<file path="src/hw/ppw_timer_map.svh">
// constants for the pulse period / width measurement timer channel
// Functional notes
// - counter advances on one chosen source: f1, f1/2, f1/8, f1/32 or subclock/32
// - counts up; on effective edge copies count to reload register, clears, continues
// - run bit one starts counting, zero halts; run bits sit at bits 5..7
// - interrupt requested on each effective measurement edge after the first
// - no interrupt for the first effective edge after counting starts
// - overflow requests interrupt and sets the overflow flag at once
// - mode register write at next tick or later clears flag; run must be one
// - software writes never set the overflow flag
// - timer register read returns reload register, not live counter
// - read value undefined until second valid edge after start
// - timer register write changes neither reload register nor counter
`ifndef PPW_TIMER_MAP_SVH
`define PPW_TIMER_MAP_SVH
`define CNT_WIDTH        16
`define CNT_RESET        16'h0000
`define CNT_MAX          16'hFFFF
`define RUN_BIT_LO       5
`define RUN_BIT_HI       7
`define SRC_F1           3'h0
`define SRC_F2           3'h1
`define SRC_F8           3'h2
`define SRC_F32          3'h3
`define SRC_SUBCLOCK_DIV32         3'h4
`define DIV_F2           1'h1
`define DIV_F8           3'h7
`define DIV_F32          5'h1F
`endif

</file>
<file path="src/hw/ppw_timer_pkg.sv">
// types for the pulse period / width measurement timer channel
package ppw_timer_pkg;
   typedef enum logic {
      MEAS_PERIOD,
      MEAS_WIDTH
   } meas_mode_e;
   typedef enum logic [1:0] {
      ST_IDLE,
      ST_FIRST,
      ST_MEAS
   } run_state_e;
endpackage

</file>
<file path="src/hw/pulse_period_width_timer.sv">
// one channel of the pulse period / width measurement timer
`timescale 1ns/1ns
`include "ppw_timer_map.svh"
module pulse_period_width_timer (
   input  wire logic                  clk_in,
   input  wire logic                  sys_rst_in,
   input  wire logic [2:0]            channel_select_in,
   input  wire logic [2:0]            count_source_in,
   input  wire ppw_timer_pkg::meas_mode_e meas_mode_in,
   input  wire logic                  edge_falling_in,
   input  wire logic                  start_reg_wr_in,
   input  wire logic [7:0]            shared_count_start_reg_in,
   input  wire logic                  channel_mode_reg_wr_in,
   input  wire logic                  channel_value_reg_wr_in,
   input  wire logic [15:0]           channel_value_reg_wdata_in,
   input  wire logic                  subclock_div32_in,
   input  wire logic                  measure_pulse_pin_in,
   output logic [15:0]                channel_value_reg_out,
   output logic                       result_valid_out,
   output logic                       overflow_flag_out,
   output logic                       channel_run_bit_out,
   output logic                       irq_out
);
   // ------------------------------------------------------------
   // count source
   // ------------------------------------------------------------
   logic [4:0] pre_q, pre_d;
   logic       sub_q, sub_d;
   logic       tick;

   function automatic logic src_tick(input logic [2:0] sel, input logic [4:0] pre,
                                     input logic sub_rise);
      case (sel)
         `SRC_F1:   src_tick = 1'b1;
         `SRC_F2:   src_tick = (pre[0] == `DIV_F2);
         `SRC_F8:   src_tick = (pre[2:0] == `DIV_F8);
         `SRC_F32:  src_tick = (pre == `DIV_F32);
         `SRC_SUBCLOCK_DIV32: src_tick = sub_rise;
         default:   src_tick = 1'b0;
      endcase
   endfunction

   always_comb begin
      pre_d = pre_q + 5'h01;
      sub_d = subclock_div32_in;
      tick  = channel_run_bit_out && src_tick(count_source_in, pre_q,
                                             subclock_div32_in && !sub_q);
   end

   // prescaler runs free, so a divided source may tick early after start
   always_ff @(posedge clk_in) begin
      if (sys_rst_in) begin
         pre_q <= 5'h00;
         sub_q <= 1'b0;
      end else begin
         pre_q <= pre_d;
         sub_q <= sub_d;
      end
   end

   // ------------------------------------------------------------
   // measurement edge
   // ------------------------------------------------------------
   logic pin_q, pin_d;
   logic eff_edge;

   always_comb begin
      pin_d = measure_pulse_pin_in;
      if (meas_mode_in == ppw_timer_pkg::MEAS_WIDTH) begin
         eff_edge = pin_q != measure_pulse_pin_in;
      end else if (edge_falling_in) begin
         eff_edge = pin_q && !measure_pulse_pin_in;
      end else begin
         eff_edge = !pin_q && measure_pulse_pin_in;
      end
   end

   // reset level low matches the idle pin, so no false edge follows reset
   always_ff @(posedge clk_in) begin
      if (sys_rst_in) begin
         pin_q <= 1'b0;
      end else begin
         pin_q <= pin_d;
      end
   end

   // ------------------------------------------------------------
   // run control, counter, reload, flag
   // ------------------------------------------------------------
   ppw_timer_pkg::run_state_e st_q, st_d;
   logic [15:0] cnt_q, cnt_d;
   logic [15:0] rld_q, rld_d;
   logic        run_d, irq_d, valid_d;
   logic        run_wr;
   logic        sel_ok;
   logic        wrap;

   // out-of-range selects read as zero instead of indexing past the byte
   function automatic logic run_bit_of(input logic [7:0] start_reg, input logic [2:0] sel);
      case (sel)
         3'h0:    run_bit_of = start_reg[`RUN_BIT_LO];
         3'h1:    run_bit_of = start_reg[`RUN_BIT_LO + 1];
         3'h2:    run_bit_of = start_reg[`RUN_BIT_HI];
         default: run_bit_of = 1'b0;
      endcase
   endfunction

   always_comb begin
      st_d    = st_q;
      cnt_d   = cnt_q;
      rld_d   = rld_q;
      run_d   = channel_run_bit_out;
      valid_d = result_valid_out;
      irq_d   = 1'b0;
      run_wr  = run_bit_of(shared_count_start_reg_in, channel_select_in);
      sel_ok  = channel_select_in <= 3'(`RUN_BIT_HI - `RUN_BIT_LO);
      wrap    = tick && (cnt_q == `CNT_MAX);
      if (start_reg_wr_in && sel_ok) begin
         run_d = run_wr;
      end
      // a timer-register write is deliberately ignored in this mode
      if (channel_value_reg_wr_in) begin
         rld_d = rld_q;
      end
      if (tick) begin
         cnt_d = cnt_q + 16'h0001;
      end
      if (wrap) begin
         irq_d = 1'b1;
      end
      case (st_q)
         ppw_timer_pkg::ST_IDLE: begin
            if (run_d && !channel_run_bit_out) begin
               st_d    = ppw_timer_pkg::ST_FIRST;
               cnt_d   = `CNT_RESET;
               valid_d = 1'b0;
            end
         end
         ppw_timer_pkg::ST_FIRST: begin
            if (eff_edge) begin
               cnt_d = `CNT_RESET;
               st_d  = ppw_timer_pkg::ST_MEAS;
            end
         end
         ppw_timer_pkg::ST_MEAS: begin
            if (eff_edge) begin
               rld_d   = cnt_q;
               cnt_d   = `CNT_RESET;
               valid_d = 1'b1;
               irq_d   = 1'b1;
            end
         end
         default: st_d = ppw_timer_pkg::ST_IDLE;
      endcase
      if (!run_d) begin
         st_d = ppw_timer_pkg::ST_IDLE;
      end
   end

   always_ff @(posedge clk_in) begin
      if (sys_rst_in) begin
         st_q                  <= ppw_timer_pkg::ST_IDLE;
         cnt_q                 <= `CNT_RESET;
         rld_q                 <= `CNT_RESET;
         channel_run_bit_out   <= 1'b0;
         result_valid_out      <= 1'b0;
         irq_out               <= 1'b0;
         channel_value_reg_out <= `CNT_RESET;
      end else begin
         st_q                  <= st_d;
         cnt_q                 <= cnt_d;
         rld_q                 <= rld_d;
         channel_run_bit_out   <= run_d;
         result_valid_out      <= valid_d;
         irq_out               <= irq_d;
         // the output mirrors the reload register, never the live count
         channel_value_reg_out <= rld_d;
      end
   end

   // ------------------------------------------------------------
   // overflow flag
   // ------------------------------------------------------------
   logic ovf_d, armed_q, armed_d;

   always_comb begin
      ovf_d   = overflow_flag_out;
      armed_d = armed_q;
      // one tick after the set arms the software clear
      if (tick) begin
         armed_d = overflow_flag_out;
      end
      // clear needs a tick since the set and the run bit still high
      if (channel_mode_reg_wr_in && channel_run_bit_out && armed_q) begin
         ovf_d   = 1'b0;
         armed_d = 1'b0;
      end
      // a wrap in the same cycle as a clear wins; software can only clear
      if (wrap) begin
         ovf_d   = 1'b1;
         armed_d = 1'b0;
      end
   end

   always_ff @(posedge clk_in) begin
      if (sys_rst_in) begin
         overflow_flag_out <= 1'b0;
         armed_q           <= 1'b0;
      end else begin
         overflow_flag_out <= ovf_d;
         armed_q           <= armed_d;
      end
   end
endmodule

</file>
<file path="config.mk">
export PLATFORM = sky130hd
export DESIGN_NAME = pulse_period_width_timer
export DESIGN_NICKNAME = d
export VERILOG_FILES = /design/src/hw/ppw_timer_pkg.sv /design/src/hw/pulse_period_width_timer.sv
export VERILOG_INCLUDE_DIRS = /design/src /design/src/hw
export SDC_FILE = /design/constraint.sdc
export NUM_CORES = 1
export LEC_CHECK = 0
export BUFFER_PORTS_ARGS = -buffer_cell sky130_fd_sc_hd__clkbuf_2
export CORE_ASPECT_RATIO = 0.7
export CORE_MARGIN = 8
export CORE_UTILIZATION = 30
export CTS_CLUSTER_SIZE = 16
export DETAILED_ROUTE_END_ITERATION = 8
export GPL_ROUTABILITY_DRIVEN = 0
export SLEW_MARGIN = 10
export SYNTH_ARGS = -nofsm -noshare
export SYNTH_HDL_FRONTEND = slang
export SYNTH_SLANG_ARGS = --single-unit
export TNS_END_PERCENT = 1
</file>
<file path="constraint.sdc">
create_clock -name clk_in -period 3.2 [get_ports clk_in]
set_input_delay 0.64 -clock clk_in [delete_from_list [all_inputs] [get_ports clk_in]]
set_output_delay 0.64 -clock clk_in [all_outputs]
set_load 0.02 [all_outputs]
</file>
Word-level counts from Yosys, hierarchy flattened

Index checks and enable logic that the tools add are counted.

Bits in registers: 46
Input bits: 39
Output and inout port bits: 20
Logic and storage cells: 75

Add/sub/neg operators: 2
$lt $le $gt $ge: 1
Equality and inequality tests: 15
Multiplexer cells: 20
Bitwise logic cells: 2
Reduce and logical (&&, ||, !) cells: 24

Operators with widths:

| operator                | count |
|---|---|
| $mux W16                | 3 |
| $pmux W16 S2            | 1 |
| $add A16 B1 Y16 const B | 1 |
| $eq A16 B16 Y1 const B  | 1 |
| $mux W1                 | 10 |
| $eq A3 B2 Y1 const B    | 3 |
| $logic_and A1 B1 Y1     | 9 |
| $eq A3 B1 Y1 const B    | 2 |
| $eq A3 B3 Y1 const B    | 2 |
| $logic_not A3 Y1        | 2 |
| $ne A2 B2 Y1 const B    | 3 |
| $pmux W2 S3             | 1 |
| $reduce_and A3 Y1       | 2 |
| $add A5 B1 Y5 const B   | 1 |
| $eq A5 B5 Y1 const B    | 1 |
| $pmux W1 S5             | 1 |
| $logic_not A1 Y1        | 4 |
| $mux W2                 | 2 |
| $reduce_bool A2 Y1      | 2 |
| $reduce_or A2 Y1        | 2 |
| $le A3 B2 Y1 const B    | 1 |
| $pmux W1 S3             | 1 |
| $reduce_or A3 Y1        | 1 |
| $eq A2 B1 Y1 const B    | 1 |
| other kinds (6)         | 7 |

Logic depth before layout (Yosys ltp)

Gate-level depths: netlist of the first run.

Depth after elaboration: 8
Gate-level depth with buffers: 9
Gate-level depth less buffers: 8

Worst setup path before layout of the first run

OpenSTA, ideal clock, no wires.

Path kind: input port to flip-flop
Start: input port count_source_in[2]
End: register armed_q
Setup time: 117 ps
Arrival: 2218 ps
Data required time: 3083 ps
Path slack: 865 ps
Stages: 5
Buffers on the path: 0
Cell sequence: o21bai_1 a221o_1 or4_4 or3_4 and4b_1

Word-level cells in the longest chain between the ends: 5
Elaborated cells between the ends (all ways): 9
Those cells by class: eq/ne: 4; mux: 1; reduce/logical: 4

Ends and longest elaborated chain:

| what                                 | RTL line                        | text |
|---|---|---|
| from (decl)                          | pulse_period_width_timer.sv:8   | `input wire logic [2:0] count_source_in,` |
| $eq A3 B3 Y1 (tied with other cells) | pulse_period_width_timer.sv:33  | `case (sel)` |
| $pmux W1 S5 *                        | pulse_period_width_timer.sv:33  |  |
| $logic_and A1 B1 Y1 *                | pulse_period_width_timer.sv:46  | `tick = channel_run_bit_out && src_tick(count_source_in, pre_q,` |
| $logic_and A1 B1 Y1                  | pulse_period_width_timer.sv:117 | `` wrap = tick && (cnt_q == `CNT_MAX); `` |
| $reduce_or A3 Y1 (no line)           | --                              |  |
| to (signal assigned)                 | pulse_period_width_timer.sv:211 | `armed_q <= armed_d;` |
| to (decl)                            | pulse_period_width_timer.sv:184 | `logic ovf_d, armed_q, armed_d;` |

Every way passes the cells marked *; elsewhere a longest branch is shown, timed or not.
A chain may end at the register's enable or synchronous reset.

Worst setup path after layout of the first run

Start: register pre_q[0]
End: register armed_q

Word-level cells in the longest chain between the ends: 5
Elaborated cells between the ends (all ways): 6
Those cells by class: eq/ne: 2; mux: 1; reduce/logical: 3

Ends and longest elaborated chain:

| what                                                          | RTL line                        | text |
|---|---|---|
| from (decl)                                                   | pulse_period_width_timer.sv:27  | `logic [4:0] pre_q, pre_d;` |
| from (signal assigned)                                        | pulse_period_width_timer.sv:56  | `pre_q <= pre_d;` |
| $eq A5 B5 Y1 (no line) / $eq A3 B3 Y1 (equally long branches) | --                              |  |
| $pmux W1 S5 *                                                 | pulse_period_width_timer.sv:33  |  |
| $logic_and A1 B1 Y1 *                                         | pulse_period_width_timer.sv:46  |  |
| $logic_and A1 B1 Y1                                           | pulse_period_width_timer.sv:117 |  |
| $reduce_or A3 Y1 (no line)                                    | --                              |  |

Marks and branches as above.

==> qor.yml, run 1 <==
htreeDepth: 2
chipHeight_um: 85.3
setup_viol: 0
leakagePower_nw: 1.09
synth_ff_type: "dfxtp_1"
path_class: "register to register"
r2r_cells: 7
met3_usage: 0.0354
critical-path-top-delay-family: "simple AND/OR/NAND/NOR gates"
grt-busiest-layer: "met1"
antenna_found_initial: 0
pwr-share-seq: 0.549
clk_pin_slew_worst_paths_ns: 0.09
setup-tns-final_ns: 0
synth_top_cell_by_area: "dfxtp_1"
crit_arrival_ns: 2.58
io_pins: 59
slew_violations: 0
critical_path.cell_chain: "ha_1 -> ha_1 -> o21bai_1 -> a221o_1 -> or4_4 -> or3_4 -> and4b_1"
combinationalPowerShare: 0.050
p_clk_frac: 0.401
grt_pass1_wl_mm: 7.64
viasPerCell: 4.63
total_power_w: 0.00106
syn-instance-count: 220
swShare: 0.212
use_met1: 0.134
antennaDiodeCount: 0
synth_top_family_by_area: "simple AND/OR/NAND/NOR gates"
synthTopCellsByArea: "dfxtp_1 45%, mux2i_1 9.7%, nor2_1 6.4%"
worst_path_most_repeated_cell: "ha_1"
root_buffer: "clkbuf_8"
worstMarginPinSlew_ns: 0.655
final-seq-area_um2: 921
clk_latency_ns: 0.29
yosysTopAreaCellShare: 0.447
hold_class: "register to register"
fin_nets: 307
status: "complete, no violations"
tritoncts: "built"
worst_r2r_startpoint: "pre_q[0]"
holdBufCountCts: 0
max_stage_delay_ns: 0.57
cap_violations: 0
ys_seq_area_frac: 0.447
critPathCaptureType: "register"
drive_gt1_frac: 0.201
grt.overflow.total: 0
whs_ns: 0.469
irDropWorstVdd_mv: 0.168
finalCriticalPeriod_ns: 2.39
yosys.area_share.simple: 0.233
grt_max_degree: 23
synthTopCellsByCount: "46 x dfxtp_1, 35 x nor2_1, 20 x mux2i_1"
die_area_mm2: 0.00982
clock-sinks: 46
cts-resized-gates: 0
yosys_register_bits: 46
crit_required_ns: 3.39
syn_nets: 269
synth_edf_count: 0
grtUsageTotal: 0.0958
yosys_warnings: 0
std_cell_rows: 25
async_flop_share: 0
ctsLongestPathBuffers: 2
cts_made_buffers: 5
synth_cell_types: 39
post-cts-setup-buffers: 0
synth.most_common_cell: "dfxtp_1"
hpwlAfterDp_mm: 3.25
min_from: "pre_q[0]"
rr_endpoint: "armed_q"
cp-start-kind: "register"
crit_slowest_cell: "or4_4"
synthXorXnorAreaFrac: 0.0638
post-route-period-util: 0.745
fmax_mhz: 419
synth_area_mm2: 0.00206
finalHoldViolCount: 0
crit_fanout: 4
synthToLayoutAreaGrowth_pct: 19.2
grt_pass1_vias: 1572
muxShareOfSynthArea: 0.108
nFillCells: 710
p_sw_w: 0.000225
intPower_w: 0.000832
firstDrtPassIters: 4
slew_headroom: 0.558
setup_slack_ns: 0.815
synth.avg_cell_area_um2: 9.37
start_util: 0.308
die-width_um: 115
first_iter_violations: 69
hold_end: "pre_q[0]"
wl_mm: 4.45
fin_util: 0.367
grt_util_met2: 0.133
drc: 0
core_area_mm2: 0.00669
pwr_density_cell_mw_per_mm2: 430
r2r_slack_ns: 0.81
rsz0062_at_grt: "no"
postRouteAntennaNets: 0
wl_per_cell_um: 12.6
numPortBuffers: 36
min_path_cells: 1
multi_input_area_mm2: 0.00107
dr_total_vias: 1636
pre_cts_ws_ns: 0.613
synthAdderAreaFrac: 0.0607
finClkSkew_ns: 0.00958
cp_num_buf_inv: 0
synth_compound_area_frac: 0.0565
[power by group through the flow]
| stage | clock (W) | sequential (W) | combinational [W] |
|---|---|---|---|
| 2_1_floorplan | 0 | 0.000593 | 0.0000309 |
| 3_3_place_gp | 0 | 0.000594 | 0.0000526 |
| 3_5_place_dp | 0 | 0.000594 | 0.0000532 |
| 4_1_cts | 0.000438 | 0.000580 | 0.0000534 |
| 5_1_grt | 0.000465 | 0.000581 | 0.0000610 |
| 6_report | 0.000424 | 0.000580 | 0.0000526 |
[placed cells by master (no fill, tap or decap), types with 2 or more instances in the layout]
| master | instances |
|---|---|
| nor3_1 | 4 |
| nor2_1 | 35 |
| xnor2_1 | 11 |
| o21a_1 | 2 |
| buf_4 | 4 |
| mux2_2 | 2 |
| and4_1 | 2 |
| nor4_1 | 7 |
| or3_1 | 2 |
| clkbuf_2 | 36 |
| nand2b_1 | 2 |
| inv_1 | 7 |
| nor3b_1 | 3 |
| nand4_1 | 6 |
| xor2_1 | 4 |
| and3_1 | 2 |
| dfxtp_1 | 46 |
| a21oi_1 | 8 |
| clkbuf_1 | 2 |
| nand3_1 | 7 |
| nand2_1 | 12 |
| o21ai_0 | 2 |
| clkbuf_8 | 5 |
| ha_1 | 10 |
| mux2i_1 | 20 |
| nor2b_1 | 4 |
[state kept, by name, summed over array words and instances, names as in the netlist]
register / count
armed_q: 1
rld_q: 16
channel_run_bit_out: 1
result_valid_out: 1
pin_q: 1
pre_q: 5
overflow_flag_out: 1
st_q: 2
cnt_q: 16
sub_q: 1
irq_out: 1
[layer usage]
metal  share of wire  vias to the layer above  wire length [µm]
met2            0.38                       39              1690
met1            0.54                      752              2390
met4          0.0043                        0                19
li1                -                      843                 -
met5               0                        -                 0
met3           0.078                        2               345
[how the worst max path moves through the flow]
stage / startpoint / end / slack [ns] / cells after the start
2_1_floorplan: count_source_in[2] / armed_q / 0.87 / 5
3_3_place_gp: measure_pulse_pin_in / rld_q[4] / 0.63 / 9
3_5_place_dp: measure_pulse_pin_in / rld_q[3] / 0.61 / 9
4_1_cts: pre_q[0] / armed_q / 0.81 / 7
5_1_grt: pre_q[0] / armed_q / 0.72 / 7
6_report: pre_q[0] / armed_q / 0.81 / 7
[through the flow]
stage	instance area, µm²	std cells
3_3_place_gp	2350	345
5_1_grt	2460	353
2_1_floorplan	2060	220
6_report	2460	353
3_5_place_dp	2350	345
4_1_cts	2460	353
[cells by family (layout without fill, tap and decap cells)]
family / after synthesis / after routing
AOI/OAI and AO/OA: 18 / 18
buffers and inverters: 16 / 55
and+or+nand+nor: 93 / 93
xor gates and xnor gates: 15 / 15
muxes: 22 / 22
adders and majority gates: 10 / 10
DFF: 46 / 46
[cell type report]
cell class | count | share of cell area
multi-input cells | 158 | 0.438
flip-flops and latches | 46 | 0.375
repair buffers | 40 | 0.0856
well taps | 94 | 0.0479
clock buffers | 7 | 0.0311
clock inverters | 1 | 0.0122
inverters | 7 | 0.0107
(Power assumes the default switching activity.)
==> inputs of run 2 (changes only) <==
==> constraint.sdc (replaced) <==
create_clock -name clk_in -period 2.1 [get_ports clk_in]
set_input_delay 0.42 -clock clk_in [delete_from_list [all_inputs] [get_ports clk_in]]
set_output_delay 0.42 -clock clk_in [all_outputs]
set_load 0.02 [all_outputs]
==> run 2 against run 1 <==
  * The run now ends with setup timing left
  * Fmax increased by 10%
  * Clock power is 33% higher
  * Worst setup slack lost 0.88 ns
  * Clock-buffer cell count is the same
  * Hold slack lost 0.12 ns
  * Sequential cell count did not move
  * Design area is 5.9% higher
==> qor.yml, run 2 (synthesis results as in run 1) <==
start_util: 0.308
std_cell_rows: 25
grt_pass1_wl_mm: 8.25
leakagePower_nw: 1.17
swShare: 0.230
min_from: "subclock_div32_in"
cts_made_buffers: 5
clk_pin_slew_worst_paths_ns: 0.08
cp_num_buf_inv: 0
intPower_w: 0.00119
hold_class: "input port to register"
grt.overflow.total: 0
ctsLongestPathBuffers: 2
worst_r2r_startpoint: "pre_q[1]"
dpl_cell_area_mm2: 0.00251
pwr-share-seq: 0.572
worst_path_most_repeated_cell: "ha_4"
viasPerCell: 4.54
antenna_found_initial: 0
top_regs: "cnt_q (16), rld_q (16), pre_q (5)"
die_area_mm2: 0.00982
chipHeight_um: 85.3
pre_cts_ws_ns: -0.116
final_common_cell: "dfxtp_1"
firstDrtPassIters: 4
antennaDiodeCount: 0
irDropWorstVdd_mv: 0.350
final_area_mm2: 0.00260
path_class: "register to register"
critical-path-top-delay-family: "simple AND/OR/NAND/NOR gates"
post-route-period-util: 1.03
p_clk_frac: 0.364
slew_headroom: 0.732
worstMarginPinSlew_ns: 0.399
drive_gt1_frac: 0.265
fin_nets: 323
grtUsageTotal: 0.104
synthToLayoutAreaGrowth_pct: 26.2
htreeDepth: 2
finalHoldViolCount: 0
fmax_mhz: 462
slew_violations: 0
drc: 0
most-common-layout-cells: "44 x dfxtp_1, 36 x clkbuf_2, 35 x nor2_1, 20 x mux2i_1, 19 x buf_4"
finalCriticalPeriod_ns: 2.16
critPathCaptureType: "register"
startpoint: "pre_q[1]"
finClkSkew_ns: 0.00852
tritoncts: "built"
io_pins: 59
dr_total_vias: 1676
max_stage_delay_ns: 0.53
wl_mm: 4.74
wl_per_cell_um: 12.8
hpwlAfterDp_mm: 3.60
setup_slack_ns: -0.0626
combinationalPowerShare: 0.064
pwr_density_cell_mw_per_mm2: 595
die-width_um: 115
cp-start-kind: "register"
crit_slowest_cell: "or4_4"
rsz0062_at_grt: "yes"
total_power_w: 0.00155
status: "complete, but fails checks"
root_buffer: "clkbuf_8"
grt_max_degree: 18
postRouteAntennaNets: 0
numPortBuffers: 36
clock-sinks: 46
crit_arrival_ns: 2.36
nFillCells: 707
setup_viol: 1
crit_fanout: 3
core_area_mm2: 0.00669
cap_violations: 0
clk_latency_ns: 0.30
critical_path.cell_chain: "ha_4 -> ha_4 -> o21bai_1 -> a221o_1 -> or4_4 -> or3_4 -> and4b_1"
crit_required_ns: 2.30
violations: "setup timing"
grt_pass1_vias: 1718
first_iter_violations: 64
p_sw_w: 0.000356
## run 2: cell types whose count changed in the layout (fill, tap and decap cells not counted), sizes merged
| cell | previous run | this run |
|---|---|---|
| buf | 4 | 20 |
| bufinv | 1 | 0 |
| clkinv | 0 | 1 |
## run 2: routing by layer
metal | global-route usage | share of wire | vias up
met4 | 0.0178 | 0.0027 | 0
met1 | 0.139 | 0.54 | 772
li1 | - | - | 868
met3 | 0.0432 | 0.065 | 2
met2 | 0.154 | 0.40 | 34
met5 | 0 | 0 | -
## run 2: path summary, 6_finish.rpt
kind | end | slack (ns) | cells after the start
max reg2reg | armed_q | -0.06 | 7
max | armed_q | -0.06 | 7
min reg2reg | overflow_flag_out | 0.48 | 2
min | sub_q | 0.35 | 2
## run 2: stage by stage
stage	hold WS, ns	std cells	util	TNS, ns
2_1_floorplan	0.432	220	-	-0.204
3_3_place_gp	0.465	361	0.375	-0.199
3_5_place_dp	0.464	361	0.375	-0.217
4_1_cts	0.338	369	0.389	-0.0948
5_1_grt	0.361	369	0.389	-0.781
6_report	0.349	369	0.389	-0.0626
## run 2: cell type report
cell class / instances / area (µm²) / share of cell area
clock inverters: 1 / 5.00 / 0.00192
inverters: 7 / 26.3 / 0.0101
clock buffers: 7 / 86.3 / 0.0332
well taps: 94 / 118 / 0.0452
repair buffers: 56 / 343 / 0.132
flip-flops and latches: 46 / 923 / 0.355
multi-input cells: 158 / 1100 / 0.423
## run 2: timing repair
item                                    in CTS  in global routing
buffers inserted                             0                  0
gates resized for setup                      0                  0
endpoints found under the setup margin       4                 10
pin swaps                                    3                  0
hold buffers                                 0                  0
## run 2: power groups by stage
stage	clock network, W	registers (W)	logic, W
2_1_floorplan	0	0.000907	0.0000490
3_3_place_gp	0	0.000906	0.0000976
3_5_place_dp	0	0.000906	0.0000995
4_1_cts	0.000583	0.000886	0.000100
5_1_grt	0.000622	0.000887	0.000113
6_report	0.000564	0.000886	0.0000990
